[src/logic/pmc_consts.svh]
// Constants for the power management control block
//
// Summary of operation
// - Control register readable in every power state
// - Writes ignored until one read after reset/wake
// - Power state field bits 13-12, resets 00b
// - Byte test write wakes reduced power device
// - Transceiver reset bit holds reset 100us, self-clears
// - Writes to reset bit ignored while set
// - Wake frame event drives enabled wake output
// - Wake frame event raises wake interrupt when enabled and unmasked
// - Energy event drives enabled wake output
// - Energy event raises wake interrupt when enabled and unmasked
// - Bit 6 selects open-drain or push-pull
// - Open-drain output always active low
// - Bit 0 ready flag, read only
// - Pulse select gives 50ms pulse, else level
// - Push-pull polarity bit: set high, clear low
// - Output enable gates pin, not interrupt
`ifndef PMC_CONSTS_SVH
`define PMC_CONSTS_SVH

// ============================================================
// Register offsets
`define PMC_OFS_BYTE_TEST   8'h64
`define PMC_OFS_CTRL        8'h84
`define PMC_OFS_IRQ_STATUS  8'h90
`define PMC_OFS_IRQ_MASK    8'h94

// ============================================================
// Control field positions
`define PMC_BIT_READY       0
`define PMC_BIT_OUT_EN      1
`define PMC_BIT_POL         2
`define PMC_BIT_PULSE       3
`define PMC_BIT_TYPE        6
`define PMC_BIT_ENERGY_EVENT_ENABLE       8
`define PMC_BIT_WF_EN       9
`define PMC_BIT_XRST        10
`define PMC_STATE_LO        12
`define PMC_STATE_HI        13

// ============================================================
// Reset values and timing
`define PMC_STATE_RESET     2'h0
`define PMC_CLK_HZ          25000000
`define PMC_XRST_US         100
`define PMC_XRST_CYC        ((`PMC_XRST_US * (`PMC_CLK_HZ / 1000000)))
`define PMC_PULSE_MS        50
`define PMC_PULSE_CYC       ((`PMC_PULSE_MS * (`PMC_CLK_HZ / 1000)))
`define PMC_WAKE_CYC        16

`endif

[src/logic/pmc_pkg.sv]
// Types for the power management control block
package pmc_pkg;
   typedef enum logic [1:0] {
      PMC_FULL_POWER_STATE,
      PMC_WAKE_FRAME_SLEEP_STATE,
      PMC_ENERGY_DETECT_SLEEP_STATE,
      PMC_RESERVED_STATE
   } pmc_power_state_t;

   typedef enum logic [1:0] {
      PMC_RUN,
      PMC_SLEEP,
      PMC_WAKING
   } pmc_seq_t;

   typedef struct packed {
      logic       wake_frame_event_enable;
      logic       energy_event_enable;
      logic       wake_output_drive_type;
      logic       wake_output_pulse_select;
      logic       wake_output_polarity;
      logic       wake_output_enable;
   } pmc_cfg_t;

   typedef struct packed {
      pmc_power_state_t power_state_select;
      pmc_seq_t         seq;
      logic [4:0]       wake_cnt;
      logic             ready;
      logic             read_seen;
      pmc_cfg_t         cfg;
      logic             transceiver_reset_request;
      logic [11:0]      xrst_cnt;
      logic [20:0]      pulse_cnt;
      logic             wake_active;
      logic [1:0]       irq_status;
      logic [1:0]       irq_mask;
      logic [1:0]       wf_sync;
      logic [1:0]       ed_sync;
      logic             pready;
      logic [31:0]      prdata;
      logic             pslverr;
      logic             wake_out;
      logic             wake_oe;
      logic             xrst_out;
      logic             irq;
   } pmc_state_t;
endpackage

[src/logic/pmc_power_management_control.sv]
// Power management control register, wake output and transceiver reset timer
//
// The implementer's own choice: the APB register port.
`timescale 1ns/1ps
`include "pmc_consts.svh"

module pmc_power_management_control #(
   parameter int unsigned PULSE_CYC = `PMC_PULSE_CYC
) (
   // Clock and reset
   input  wire logic        pclk,
   input  wire logic        presetn,
   // APB slave
   input  wire logic        psel,
   input  wire logic        penable,
   input  wire logic        pwrite,
   input  wire logic [7:0]  paddr,
   input  wire logic [31:0] pwdata,
   output logic             pready,
   output logic [31:0]      prdata,
   output logic             pslverr,
   // Wake event inputs from the detectors (asynchronous)
   input  wire logic        wake_frame_event,
   input  wire logic        energy_event,
   // Wake output pin, value and drive enable
   output logic             wake_output_o,
   output logic             wake_output_oe,
   // Transceiver reset, active high
   output logic             transceiver_reset,
   // Wake interrupt, active high level
   output logic             wake_interrupt,
   // Current power state for the rest of the chip
   output logic [1:0]       power_state_select
);

   pmc_pkg::pmc_state_t s_q;
   pmc_pkg::pmc_state_t s_d;

   // ============================================================
   // Overview
   // All state in one packed word; one process builds the next
   // value, one flop bank stores it, every output is a register bit.
   //
   // Bus: request taken in its first access cycle, answered one
   // cycle later; the answer stands for one cycle. Unmapped
   // addresses answer with an error, never with a stall.
   //
   // Write lock: after reset and after each wake the writable words
   // refuse writes until the host has read once with ready set.
   // Refused writes still complete, so a host that breaks the rule
   // sees no error, only no effect.
   //
   // Sleep: a non-zero power state drops ready. Only a byte test
   // write ends sleep; the settle count runs out before ready rises.
   //
   // Transceiver reset: a one in the request bit starts a fixed
   // hold; the bit reads one until the hold ends and then clears.
   //
   // Interrupt: sticky status per source, write one to clear, and
   // a mask of the same layout in front of the level output.
   //
   // Wake pin: open drain pulls low while active and floats
   // otherwise; push-pull always drives and follows the polarity bit.
   //
   // Limitation: the reserved power code is not blocked here; a host
   // that writes it parks the block asleep until a byte test write.

   // ============================================================
   // Helper functions
   // Read view of the control word; unused bits read zero
   // Bits 11 and 7 stay zero, as do all bits above 13
   function automatic logic [31:0] ctrl_word(input pmc_pkg::pmc_state_t s);
      logic [31:0] w;
      w = 32'h0000_0000;
      w[`PMC_STATE_HI:`PMC_STATE_LO] = s.power_state_select;
      w[`PMC_BIT_XRST]   = s.transceiver_reset_request;
      w[`PMC_BIT_WF_EN]  = s.cfg.wake_frame_event_enable;
      w[`PMC_BIT_ENERGY_EVENT_ENABLE]  = s.cfg.energy_event_enable;
      w[`PMC_BIT_TYPE]   = s.cfg.wake_output_drive_type;
      w[`PMC_BIT_PULSE]  = s.cfg.wake_output_pulse_select;
      w[`PMC_BIT_POL]    = s.cfg.wake_output_polarity;
      w[`PMC_BIT_OUT_EN] = s.cfg.wake_output_enable;
      w[`PMC_BIT_READY]  = s.ready;
      return w;
   endfunction

   // Address in the map, used for the error answer
   function automatic logic mapped(input logic [7:0] a);
      logic hit;
      hit = 1'b0;
      case (a)
         `PMC_OFS_CTRL:       hit = 1'b1;
         `PMC_OFS_BYTE_TEST:  hit = 1'b1;
         `PMC_OFS_IRQ_STATUS: hit = 1'b1;
         `PMC_OFS_IRQ_MASK:   hit = 1'b1;
         default:             hit = 1'b0;
      endcase
      return hit;
   endfunction

   // Write strobe for one writable word
   // One home for the lock rule, shared by all three words
   function automatic logic reg_wr(input logic ok, input logic rdy,
                                   input logic [7:0] a, input logic [7:0] ofs);
      return ok && rdy && (a == ofs);
   endfunction

   // ============================================================
   // Next state
   always_comb begin
      logic       acc;
      logic       wr_ok;
      logic [1:0] ev;
      logic       trig;
      logic       active_lvl;
      // Defaults first, so no path leaves a latch
      acc        = 1'b0;
      wr_ok      = 1'b0;
      ev         = 2'h0;
      trig       = 1'b0;
      active_lvl = 1'b0;
      s_d        = s_q;

      // Event inputs come from another domain: two stages first
      // Only the second stage is read below; the first may be unsettled
      s_d.wf_sync = {s_q.wf_sync[0], wake_frame_event};
      s_d.ed_sync = {s_q.ed_sync[0], energy_event};

      // Single access phase answer, after one wait state
      // The registered answer costs one wait state but keeps the
      // read mux off the output path
      s_d.pready  = 1'b0;
      s_d.pslverr = 1'b0;
      // Taken on the first access cycle; the answer blocks a second take
      acc = psel && penable && !s_q.pready;
      // Writes only count once a read has been seen, and only when ready except byte test
      wr_ok = acc && pwrite && s_q.read_seen;
      if (acc) begin
         s_d.pready  = 1'b1;
         s_d.pslverr = !mapped(paddr);
         s_d.prdata  = 32'h0000_0000;
         if (!pwrite) begin
            s_d.read_seen = 1'b1;
            // Byte test reads zero; it is only a wake strobe
            case (paddr)
               `PMC_OFS_CTRL:       s_d.prdata = ctrl_word(s_q);
               `PMC_OFS_IRQ_STATUS: s_d.prdata = {30'h0, s_q.irq_status};
               `PMC_OFS_IRQ_MASK:   s_d.prdata = {30'h0, s_q.irq_mask};
               default:             s_d.prdata = 32'h0000_0000;
            endcase
         end
      end

      // Control and irq writes, accepted only while fully awake
      // Event enables and pin style change together, in one write
      if (reg_wr(wr_ok, s_q.ready, paddr, `PMC_OFS_CTRL)) begin
         s_d.cfg.wake_frame_event_enable  = pwdata[`PMC_BIT_WF_EN];
         s_d.cfg.energy_event_enable      = pwdata[`PMC_BIT_ENERGY_EVENT_ENABLE];
         s_d.cfg.wake_output_drive_type   = pwdata[`PMC_BIT_TYPE];
         s_d.cfg.wake_output_pulse_select = pwdata[`PMC_BIT_PULSE];
         s_d.cfg.wake_output_polarity     = pwdata[`PMC_BIT_POL];
         s_d.cfg.wake_output_enable       = pwdata[`PMC_BIT_OUT_EN];
         if (!s_q.transceiver_reset_request && pwdata[`PMC_BIT_XRST]) begin
            s_d.transceiver_reset_request = 1'b1;
            s_d.xrst_cnt = 12'h000;
         end
         // Writing 00b keeps the state; only a wake returns it to 00b
         // Reserved code 11b is left to the host; entering sleep drops ready
         if (pwdata[`PMC_STATE_HI:`PMC_STATE_LO] != 2'h0) begin
            s_d.power_state_select =
               pmc_pkg::pmc_power_state_t'(pwdata[`PMC_STATE_HI:`PMC_STATE_LO]);
            s_d.seq       = pmc_pkg::PMC_SLEEP;
            s_d.ready     = 1'b0;
            s_d.read_seen = 1'b0;
         end
      end

      // Mask write; the mask gates the interrupt line only
      if (reg_wr(wr_ok, s_q.ready, paddr, `PMC_OFS_IRQ_MASK)) begin
         s_d.irq_mask = pwdata[1:0];
      end

      // Transceiver reset hold; counter sized for the 100us figure
      // The bit reads one for the whole hold, so a repeated request
      // is refused above and cannot stretch or restart the hold
      if (s_q.transceiver_reset_request) begin
         if (s_q.xrst_cnt == 12'(`PMC_XRST_CYC - 1)) begin
            s_d.transceiver_reset_request = 1'b0;
         end else begin
            s_d.xrst_cnt = s_q.xrst_cnt + 12'h001;
         end
      end

      // Wake events: bit 0 energy, bit 1 wake frame
      // A disabled source neither sets status nor moves the pin
      ev[0] = s_q.ed_sync[1] && s_q.cfg.energy_event_enable;
      ev[1] = s_q.wf_sync[1] && s_q.cfg.wake_frame_event_enable;
      trig  = |ev;

      // Sequencer: sleep until byte test write, then settle, then ready
      // Wake events do not end sleep by themselves; the host must
      // answer the wake signal with the byte test write
      case (s_q.seq)
         pmc_pkg::PMC_RUN: begin
            // Awake: nothing to do until the host asks for sleep
            s_d.ready = s_d.ready;
         end
         pmc_pkg::PMC_SLEEP: begin
            // Any write to byte test wakes, read seen or not
            if (acc && pwrite && paddr == `PMC_OFS_BYTE_TEST) begin
               s_d.seq      = pmc_pkg::PMC_WAKING;
               s_d.wake_cnt = 5'h00;
               s_d.power_state_select = pmc_pkg::PMC_FULL_POWER_STATE;
            end
         end
         pmc_pkg::PMC_WAKING: begin
            // Fixed settle count before ready
            if (s_q.wake_cnt == 5'(`PMC_WAKE_CYC - 1)) begin
               s_d.seq   = pmc_pkg::PMC_RUN;
               s_d.ready = 1'b1;
               // Lock again at ready rise: one more read needed
               s_d.read_seen = 1'b0;
            end else begin
               s_d.wake_cnt = s_q.wake_cnt + 5'h01;
            end
         end
         default: begin
            // Unused code: fall back to awake
            s_d.seq = pmc_pkg::PMC_RUN;
         end
      endcase

      // Sticky status: event set wins over write-one clear
      // A clear that meets a new event leaves the bit set, so no
      // event is lost between read and clear
      if (reg_wr(wr_ok, s_q.ready, paddr, `PMC_OFS_IRQ_STATUS)) begin
         s_d.irq_status = s_q.irq_status & ~pwdata[1:0];
      end
      // Set after the clear, so the set wins
      s_d.irq_status = s_d.irq_status | ev;

      // Wake indication: level while status set, or one timed pulse
      // Pulse mode ignores the status bits; a still-present event
      // starts the next pulse straight away
      if (trig && !s_q.wake_active) begin
         s_d.wake_active = 1'b1;
         s_d.pulse_cnt   = 21'h000000;
      end else if (s_q.wake_active) begin
         if (s_q.cfg.wake_output_pulse_select) begin
            if (s_q.pulse_cnt == 21'(PULSE_CYC - 1)) begin
               s_d.wake_active = trig;
               s_d.pulse_cnt   = 21'h000000;
            end else begin
               s_d.pulse_cnt = s_q.pulse_cnt + 21'h000001;
            end
         end else begin
            s_d.wake_active = |s_d.irq_status;
         end
      end
      // Clearing both enables drops the pin at once
      if (!s_q.cfg.wake_frame_event_enable && !s_q.cfg.energy_event_enable) begin
         s_d.wake_active = 1'b0;
      end

      // Pin drive: open drain pulls low only; push-pull follows polarity
      // Open drain never drives high, so wired-OR peers are safe
      active_lvl = s_q.wake_active && s_q.cfg.wake_output_enable;
      if (!s_q.cfg.wake_output_drive_type) begin
         s_d.wake_out = 1'b0;
         s_d.wake_oe  = active_lvl;
      end else begin
         s_d.wake_oe  = 1'b1;
         s_d.wake_out = s_q.cfg.wake_output_polarity ? active_lvl : !active_lvl;
      end


      // Pin copies taken from the next value, so they move with the state
      s_d.xrst_out = s_d.transceiver_reset_request;
      s_d.irq      = |(s_d.irq_status & s_d.irq_mask);
   end

   // ============================================================
   // State register
   // Reset leaves the sequencer settling, so ready rises on its own
   always_ff @(posedge pclk or negedge presetn) begin
      if (!presetn) begin
         s_q                    <= '0;
         s_q.power_state_select <= pmc_pkg::pmc_power_state_t'(`PMC_STATE_RESET);
         s_q.seq                <= pmc_pkg::PMC_WAKING;
      end else begin
         s_q <= s_d;
      end
   end

   // ============================================================
   // Outputs straight from the state register
   // No logic between flop and port, so pin timing is known
   assign pready             = s_q.pready;
   assign prdata             = s_q.prdata;
   assign pslverr            = s_q.pslverr;
   assign wake_output_o      = s_q.wake_out;
   assign wake_output_oe     = s_q.wake_oe;
   assign transceiver_reset  = s_q.xrst_out;
   assign wake_interrupt     = s_q.irq;
   assign power_state_select = s_q.power_state_select;

endmodule

[config.mk]
export PLATFORM = sky130hd
export DESIGN_NAME = pmc_power_management_control
export DESIGN_NICKNAME = d
export VERILOG_FILES = /design/src/logic/pmc_pkg.sv /design/src/logic/pmc_power_management_control.sv
export VERILOG_INCLUDE_DIRS = /design/src /design/src/logic
export SDC_FILE = /design/constraint.sdc
export NUM_CORES = 1
export LEC_CHECK = 0
export BUFFER_PORTS_ARGS = -buffer_cell sky130_fd_sc_hd__buf_2
export CAP_MARGIN = 20
export CORE_MARGIN = 3
export CORE_UTILIZATION = 45
export CTS_BUF_LIST = sky130_fd_sc_hd__clkbuf_8 sky130_fd_sc_hd__clkbuf_16
export CTS_CLUSTER_DIAMETER = 40
export DETAILED_ROUTE_END_ITERATION = 16
export GPL_ROUTABILITY_DRIVEN = 1
export GPL_TIMING_DRIVEN = 0
export HOLD_SLACK_MARGIN = 0.15
export MAX_ROUTING_LAYER = met4
export PLACE_DENSITY = 0.67
export SETUP_SLACK_MARGIN = 0.3
export SLEW_MARGIN = 20
export SYNTH_ARGS = -nofsm -noshare
export SYNTH_HDL_FRONTEND = slang
export SYNTH_SLANG_ARGS = --single-unit
[constraint.sdc]
create_clock -name pclk -period 5.35 [get_ports pclk]
set_clock_uncertainty 0.2 [all_clocks]
set_input_delay 0.535 -clock pclk [delete_from_list [all_inputs] [get_ports pclk]]
set_output_delay 0.535 -clock pclk [all_outputs]
set_load 0.02 [all_outputs]
==> results.txt, run 1 <==
* Routed Antenna Nets: 0
* Smallest setup slack after layout: about 2.8 ns
- Clock tree synthesis found a total of 75 sinks.
- Setup TNS Final: 0 ns
- The H-tree was split into 3 levels.
- The share of synthesized area in the top cell type comes to 0.4788.
* All-layer global routing usage: 0.1812
* Area of the placeable core: between 0.008 and 0.009 mm2
- At the worst endpoint, the required time is 5.37 ns.
* Total wire length after detailed routing: 8019 um
- Iteration-0 DRC count of the detailed router: between 150 and 200
- Worst reg2reg path startpoint: s_q[47]$_DFFE_PN0P_
- For the finished layout, the period the worst path requires is approximately 2.5 ns.
- Setup violations remaining at the end of the flow were counted as 0.
- The via count of the first global-routing pass came to just under 3000.
* Category of the critical setup timing path: reg2reg
- Clock-pin slew was measured on the worst setup and hold paths at 0.09 ns.
- Per-cell via count in the routed design: 5.252
* Slew headroom: 0.4821
- Total Power: 0.001171 W
- 0 antenna diodes ended up in the layout.
- Clock tree from TritonCTS: done
- Hold Path Stages: 3
- Total clock buffers created by CTS: 9
- Counting flops and latches in the post-synthesis netlist gives between 70 and 80.
* Data arrival time of the critical path: roughly 2.5 ns
* Pwr Density: around 260 mW/mm2
- The first TritonRoute pass finished after 4 iterations.
* Fin crit share: 0.4687
- The post-synthesis compound-gate area fraction came to 0.1168.
* Setup repair after global routing missed its margin: false
- Count of distinct cell types in the synthesized netlist: 59
* Peak supply drop: between 0.00015 and 0.0002 V
- I/O pin count: 87
- Post-DP HPWL: ~5900 um
- Total number of vias: approximately 3000
- Post-synth top flop: sky130_fd_sc_hd__dfrtp_1
- DRC Markers: 0
- Synthesized area divided by synthesized cell count: approximately 10 um2
* Capture endpoint of the worst hold path: s_q[82]$_DFFE_PN0N_
- The finished layout holds about 580 standard cells, fillers aside.
* Post-synthesis sequential area ratio: 0.4856
* Post-synth EDFFs: 0
* Starting Density: 0.4660
* Setup slack at placement: 2.674 ns
- The largest total area in the synthesized netlist belongs to sky130_fd_sc_hd__dfrtp_1.
* # resized after CTS: 0
- For this design the static power due to leakage is 2.115 nW.
* Status: finished, final reports clean
* Post-CTS Setup Bufs: 0
* Met3 layer usage reported by global route: 0.03892
- Largest family of logic cells by synthesized area: simple AND/OR/NAND/NOR gates
* Grt peak-use layer: met2
- The final hold violation count came to 0.
- Element type at the critical path end: register
* Area taken by flip-flops and latches: approximately 0.0019 mm2
* FF-to-FF setup slack: roughly 2.8 ns
* Cells after synthesis: 398
- STA classifies the critical path startpoint as a register.
- Insertion delay to the later sink of the worst-skew pair: 0.35 ns
- In the global route stage, met2 resource usage came out at 0.2725.
- The final layout contains 525 nets.
- In the final layout, the multi-input gates occupy roughly 0.0017 mm2.
- Largest driver fanout on the critical path: 10
- The path class of the tightest hold or removal check is in2reg.
- Largest net degree at the start of global routing: 46
* Die extent in y: around 99 um
* Total placed cells including tap cells: roughly 570
- In this run the core area contains 33 standard-cell rows.
* Startpoint of the worst hold path: pwdata[2]
* Aggregate global routing overflow: 0
- Post-Synth XOR/XNOR Area: 0.04529
* Post-detailed-route wirelength per cell: 13.73 um
* Wire length of the first global-routing pass: approximately 14000 um
* Top post-synthesis cells by area: sky130_fd_sc_hd__dfrtp_1, sky130_fd_sc_hd__buf_4, sky130_fd_sc_hd__nand2_1
- Transition at the pin with the smallest max-transition slack: between 0.7 and 0.8 ns
- Of the total synthesized cell area, the portion taken by full adders, half adders and majority gates is 0.01294.
- Number of buffers inserted for hold repair after clock tree synthesis: 3
- Max-cap violations in this run came to 0.
* Die ar.: a little under 0.01 mm2
* Master cell of the clock root buffer: sky130_fd_sc_hd__clkbuf_8
- Synth warn: 0
* Floorplan die width: just under 100 um
- Fraction of registers with async set or reset after synthesis: 1.000
* Area added between synthesis and finish: 16.53%
- Share of synthesized area spent on multiplexers: 0.01973
- The clock passes through at most 2 buffers.
- Initial antenna violation count: 0
- The number of slew-limit violations in the final report is 0.
- The synthesized netlist occupies a cell area of about 0.0039 mm2.
- The worst register-to-register path has a depth of 7.
- Of the total synthesized cell area, the portion taken by AND, OR, NAND and NOR gates is 0.2300.
* Critical R2R Capture: s_q[67]$_DFFE_PN0P_
* GRT met1 Usage: 0.2475
- Timing would allow up to 398.8 MHz.
- Counting the fill cells in the layout gives between 700 and 800.
- Number of buffer cells added on primary ports: 40
* Routability cong.: 0.8021
- Share of cells above drive strength 1: 0.2276
## placed cells by master (no fill, tap or decap), drive strengths merged, types with 6 or more instances in the layout
master  synthesis  layout
nand3          29      29
and2            7       7
nor2           27      27
and3            7       7
a22o           11      11
inv            10      10
nor4            6       6
nand4           9       9
conb            1      22
dfrtp          74      74
clkbuf          8      17
xor2           13      13
nand2          59      59
buf            37      78
o21ai          19      19
xnor2           7       7
## layer usage
metal	wire length, um	part of all wire
met5	0	0
met4	79	0.0099
met3	386	0.048
met2	3673	0.46
met1	3879	0.48
## area by class of cell
cell class	count	share of cell area
timing repair buffer	44	0.05775
tap	105	0.02915
sequential	75	0.4167
clock buffer	9	0.02748
clock inverter	7	0.009994
multi-input combinational	289	0.3828
buffer	45	0.06774
inverter	10	0.008329
## registers in the layout, summed over array words and instances, names as in the netlist
register,count
power_state_select,2
wake_interrupt,1
prdata,10
pslverr,1
pready,1
transceiver_reset,1
wake_output_oe,1
s_q,55
wake_output_o,1
s_d,2
## critical path, cell delays in order (launching register included)
cell and delay [ns]:
sky130_fd_sc_hd__dfrtp_1 0.42, sky130_fd_sc_hd__ha_1 0.23, sky130_fd_sc_hd__and3_1 0.25, sky130_fd_sc_hd__nand3_1 0.12, sky130_fd_sc_hd__o31a_1 0.41, sky130_fd_sc_hd__nand2_1 0.22
sky130_fd_sc_hd__clkbuf_1 0.36, sky130_fd_sc_hd__o21ai_0 0.17
## worst max-delay path by stage
| stage | start | slack, ns | end |
|---|---|---|---|
| 4_1_cts | s_q[47]$_DFFE_PN0P_ | 2.84 | s_q[67]$_DFFE_PN0P_ |
| 3_3_place_gp | paddr[3] | 2.67 | s_q[74]$_DFF_PN0_ |
| 3_5_place_dp | paddr[3] | 2.67 | s_q[78]$_DFF_PN0_ |
| 6_report | s_q[47]$_DFFE_PN0P_ | 2.84 | s_q[67]$_DFFE_PN0P_ |
| 2_1_floorplan | paddr[3] | 3.03 | power_state_select[0]$_DFF_PN0_ |
| 5_1_grt | s_q[47]$_DFFE_PN0P_ | 2.65 | s_q[61]$_DFFE_PN0P_ |
## power breakdown
part           switching, W  total (W)  leakage, nW  internal (W)
sequential        0.0000302   0.000636        0.964      0.000606
combinational     0.0000836   0.000154         1.07     0.0000709
clock              0.000215   0.000380       0.0770      0.000165
total              0.000329    0.00117         2.11      0.000842
## through the flow
stage | utilization | area, um2 | hold slack, ns
after floorplan | - | 3946 | 0.03941
after global routing | 0.5430 | 4507 | 0.1799
after CTS | 0.5430 | 4507 | 0.1532
after global placement | 0.5155 | 4278 | 0.1785
final | 0.5430 | 4507 | 0.1680
after detailed placement | 0.5191 | 4308 | 0.1690
## synthesized netlist by cell type (all sizes together) (2+ instances only)
| cell | number |
|---|---|
| and3 | 7 |
| dfrtp | 74 |
| a21o | 2 |
| o31a | 2 |
| mux2i | 2 |
| inv | 10 |
| ha | 4 |
| clkbuf | 8 |
| xnor2 | 7 |
| nand2 | 59 |
| and2 | 7 |
| o211ai | 3 |
| a221oi | 2 |
| nor3 | 2 |
| o21ai | 19 |
| nor4b | 3 |
| xor2 | 13 |
| a31oi | 2 |
| a21oi | 5 |
| buf | 37 |
| or3 | 3 |
| and4 | 2 |
| nand4 | 9 |
| mux2 | 5 |
| nor3b | 2 |
| a22o | 11 |
| o31ai | 4 |
| nand3b | 5 |
| nor4 | 6 |
| or2 | 2 |
| a22oi | 2 |
| o22ai | 2 |
| or3b | 3 |
| nor2 | 27 |
| nand3 | 29 |
| a32o | 2 |
## kinds of logic (layout without fill, tap and decap cells)
logic type | Yosys count | count (layout)
AND/OR/NAND/NOR | 172 | 172
flip-flops | 75 | 75
XOR/XNOR | 20 | 20
adder cells (fa/ha/maj) | 4 | 4
buffers and inverters | 55 | 115
other | 1 | 22
multiplexers | 7 | 7
AO/OA/AOI/OAI | 64 | 64
Power figures use the tool's default switching activity.
==> inputs of run 2 (changes only) <==
PLACE_DENSITY = 0.7   (was 0.67)
clock period = 2.3 ns   (was 5.35 ns; I/O delays follow)
==> run 2 against run 1 <==
  * Setup slack got worse by 2.6 ns
  * Sequential cell count unchanged
  * Die area unchanged
  * Non-clock buffer count increased by 39
  * Global-route usage rose by 1.7 points
  * First-iteration DRC count is 4.0% lower
  * Maximum frequency is 21% higher
==> results.txt, run 2 (synthesized netlist as in run 1, its figures left out) <==
- Largest net degree at the start of global routing: 45 (-2.2%)
- Startpoint of the most critical setup path: pready$_DFF_PN0_
- The HPWL reported at the end of detailed placement came to 5947 um (+0.56%).
* Clock tree from TritonCTS: done
- H-tree level count: 3 (unchanged)
* Most flop-heavy register: s_q
- The final non-filler cell area is 0.005122 mm2 (+14%).
* Slew headroom: 0.6156 (+0.1335)
* Fillcell total: 648 (-17%)
- The run finished with clean final reports.
- The all-layer global routing usage is 0.1983 (+0.01710).
- Data arrival time of the critical path: 2.12 ns (-0.40 ns)
- The clock net sink count is 75 (unchanged).
- The number of port buffers is 40 (unchanged).
- The number of nets in the finished design is 564 (+7.4%).
* I/O pin count: 87 (unchanged)
* Worst Reg-to-Reg Cells: 6 (-1)
* Fmax: 483.2 MHz (+21%)
- The area growth from synthesis to layout is 32.45%.
- Setup repair after global routing could not meet its margin everywhere.
- The number of buffers inserted during clock tree synthesis was 9 (unchanged).
- The total overflow reported by the global router came to 0 (unchanged).
- The global-route wire length before repair was 15280 um (+10%).
- Element type at the critical path end: register
- Transition at the pin with the smallest max-transition slack: 0.5767 ns (-0.1931 ns)
* Maximum count of clock buffers along a single path: 2 (unchanged)
- Share of cells above drive strength 1: 0.3205 (+0.09291)
- Antenna fix cells: 0 (unchanged)
- Most frequent cells in the layout: sky130_fd_sc_hd__dfrtp_1, sky130_fd_sc_hd__nand2_1, sky130_fd_sc_hd__buf_4, sky130_fd_sc_hd__buf_2, sky130_fd_sc_hd__nand3_1
* Area taken by flip-flops and latches: 0.001884 mm2 (+0.33%)
- The peak fanout along the critical path came to 8 (-2).
* Smallest setup slack after layout: 0.2306 ns (-2.612 ns)
- FF-to-FF setup slack: 0.23 ns (-2.61 ns)
- The required arrival time at the worst endpoint is 2.35 ns (-3.02 ns).
* Number of max-cap violations: 0 (unchanged)
* Peak supply drop: 0.0003666 V (+110%)
- The via count of the first global-routing pass was 3175 (+9.7%).
* Initial antenna violation count: 0 (unchanged)
* Post-layout min period: 2.069 ns (-0.4380 ns)
* Max FFs per register: 55 (unchanged)
- The final hold violation count came to 0 (unchanged).
* Number of setup violations in the final report: 0 (unchanged)
- The clock transition at the registers of the reported paths came to 0.08 ns (about the same).
* Placed standard-cell area: 0.004324 mm2 (+0.38%)
* Iteration-0 DRC count of the detailed router: 169 (-4.0%)
- The initial standard-cell utilization of the core is 0.4660 (unchanged).
* Nature of the critical path startpoint: register
- The critical path is of the reg2reg type.
- Static Leak: 2.409 nW (+14%)
- Final count of pins violating max slew: 0 (unchanged)
- The number of rows in the core area came to 33 (unchanged).
- The ratio of final minimum period to clock period is 0.8997 (+0.4311).
- Area of the placeable core: 0.008299 mm2 (unchanged)
- Total number of vias: 3307 (+7.8%)
- Initial DRT Pass Iterations: 4 (unchanged)
- The cell area power density was 606.2 mW/mm2 (+130%).
- The average wire length per cell after detail routing came to 14.84 um (+8.1%).
* Setup slack at placement: -0.07217 ns (-2.747 ns)
- The startpoint identified for the worst register-to-register timing path is pready$_DFF_PN0_.
* Routability cong.: 0.8832 (+10%)
* Most frequent standard cell in the layout excluding fill and tap cells: sky130_fd_sc_hd__dfrtp_1
- Insertion delay to the later sink of the worst-skew pair: 0.35 ns (about the same)
- Hold WC Path Type: in2async
* Die ar.: 0.009743 mm2 (unchanged)
- The die span in y is 98.71 um (unchanged).
* Master cell of the clock root buffer: sky130_fd_sc_hd__clkbuf_8
- Routed Antenna Nets: 0 (unchanged)
- The area of the multi-input gates came to 0.001906 mm2 (+10%).
* Per-cell via count in the routed design: 5.308 (+1.1%)
- DRC Markers: 0 (unchanged)
- Floorplan die width: 98.71 um (unchanged)
* Total wire length after detailed routing: 9244 um (+15%)
## run 2: cell count changes in the layout (fill, tap and decap cells not counted), moves of 4 or more
cell and change:
sky130_fd_sc_hd__dlygate4sd3_1 +15, sky130_fd_sc_hd__clkbuf_1 -5, sky130_fd_sc_hd__nor4_1 -4, sky130_fd_sc_hd__buf_4 +22, sky130_fd_sc_hd__clkinvlp_4 -4, sky130_fd_sc_hd__dfrtp_1 -5
sky130_fd_sc_hd__dfrtp_2 +5
## run 2: stage by stage
stage / instances / TNS [ns] / power (W) / hold slack [ns] / util
finish: 623 / 0 / 0.003105 / 0.1569 / 0.6172
detailed placement: 565 / -0.3590 / 0.001862 / 0.002213 / 0.5210
global route: 623 / 0 / 0.003237 / 0.1687 / 0.6172
global placement: 564 / -0.1881 / 0.001839 / 0.1387 / 0.5174
CTS: 616 / 0 / 0.003080 / 0.1491 / 0.5940
floorplan: 419 / 0 / 0.001748 / -0.2656 / -
## run 2: layer usage
metal | vias up | track usage | share of wire | wire (um)
li1 | 1588 | - | - | -
met1 | 1613 | 0.2566 | 0.44 | 4086
met2 | 96 | 0.3167 | 0.49 | 4564
met3 | 10 | 0.05096 | 0.052 | 482
met4 | 0 | 0.04412 | 0.012 | 110
met5 | - | - | 0 | 0
## run 2: what timing repair did
item | CTS | global route
pin swaps | 5 | 4
endpoints found under the hold margin | 101 | 0
hold buffers | 19 | 0
buffers inserted | 16 | 7
setup endpoints to repair | 62 | 55
resized for setup | 21 | 31
## run 2: where the power goes
group / total (W) / leakage (nW) / switching [W] / internal [W]
clock network: 0.00115 / 0.114 / 0.000528 / 0.000620
logic: 0.000471 / 1.34 / 0.000226 / 0.000245
registers: 0.00149 / 0.955 / 0.0000766 / 0.00141
total: 0.00311 / 2.41 / 0.000830 / 0.00227
## run 2: worst max-delay path, stage by stage (launching register included)
cell	delay, ns
sky130_fd_sc_hd__dfrtp_1	0.38
sky130_fd_sc_hd__nand3b_1	0.28
sky130_fd_sc_hd__inv_2	0.11
sky130_fd_sc_hd__nand4_1	0.15
sky130_fd_sc_hd__or3b_4	0.41
sky130_fd_sc_hd__clkbuf_8	0.16
sky130_fd_sc_hd__a32o_2	0.27
## run 2: worst paths after layout
path / end
setup / recovery: power_state_select[0]$_DFF_PN0_
hold / removal: s_q[66]$_DFFE_PN0P_
setup reg to reg: power_state_select[0]$_DFF_PN0_
hold reg to reg: s_q[41]$_DFF_PN0_
max in group asynchronous: s_q[95]$_DFF_PN1_
min in group pclk: s_q[41]$_DFF_PN0_
## run 2: layout make-up
cell class | count | area share
buffer | 45 | 0.06644
clock buffer | 9 | 0.02418
clock inverter | 7 | 0.01954
inverter | 10 | 0.007328
multi-input combinational | 289 | 0.3720
sequential | 75 | 0.3679
tap | 105 | 0.02565
timing repair buffer | 83 | 0.1170
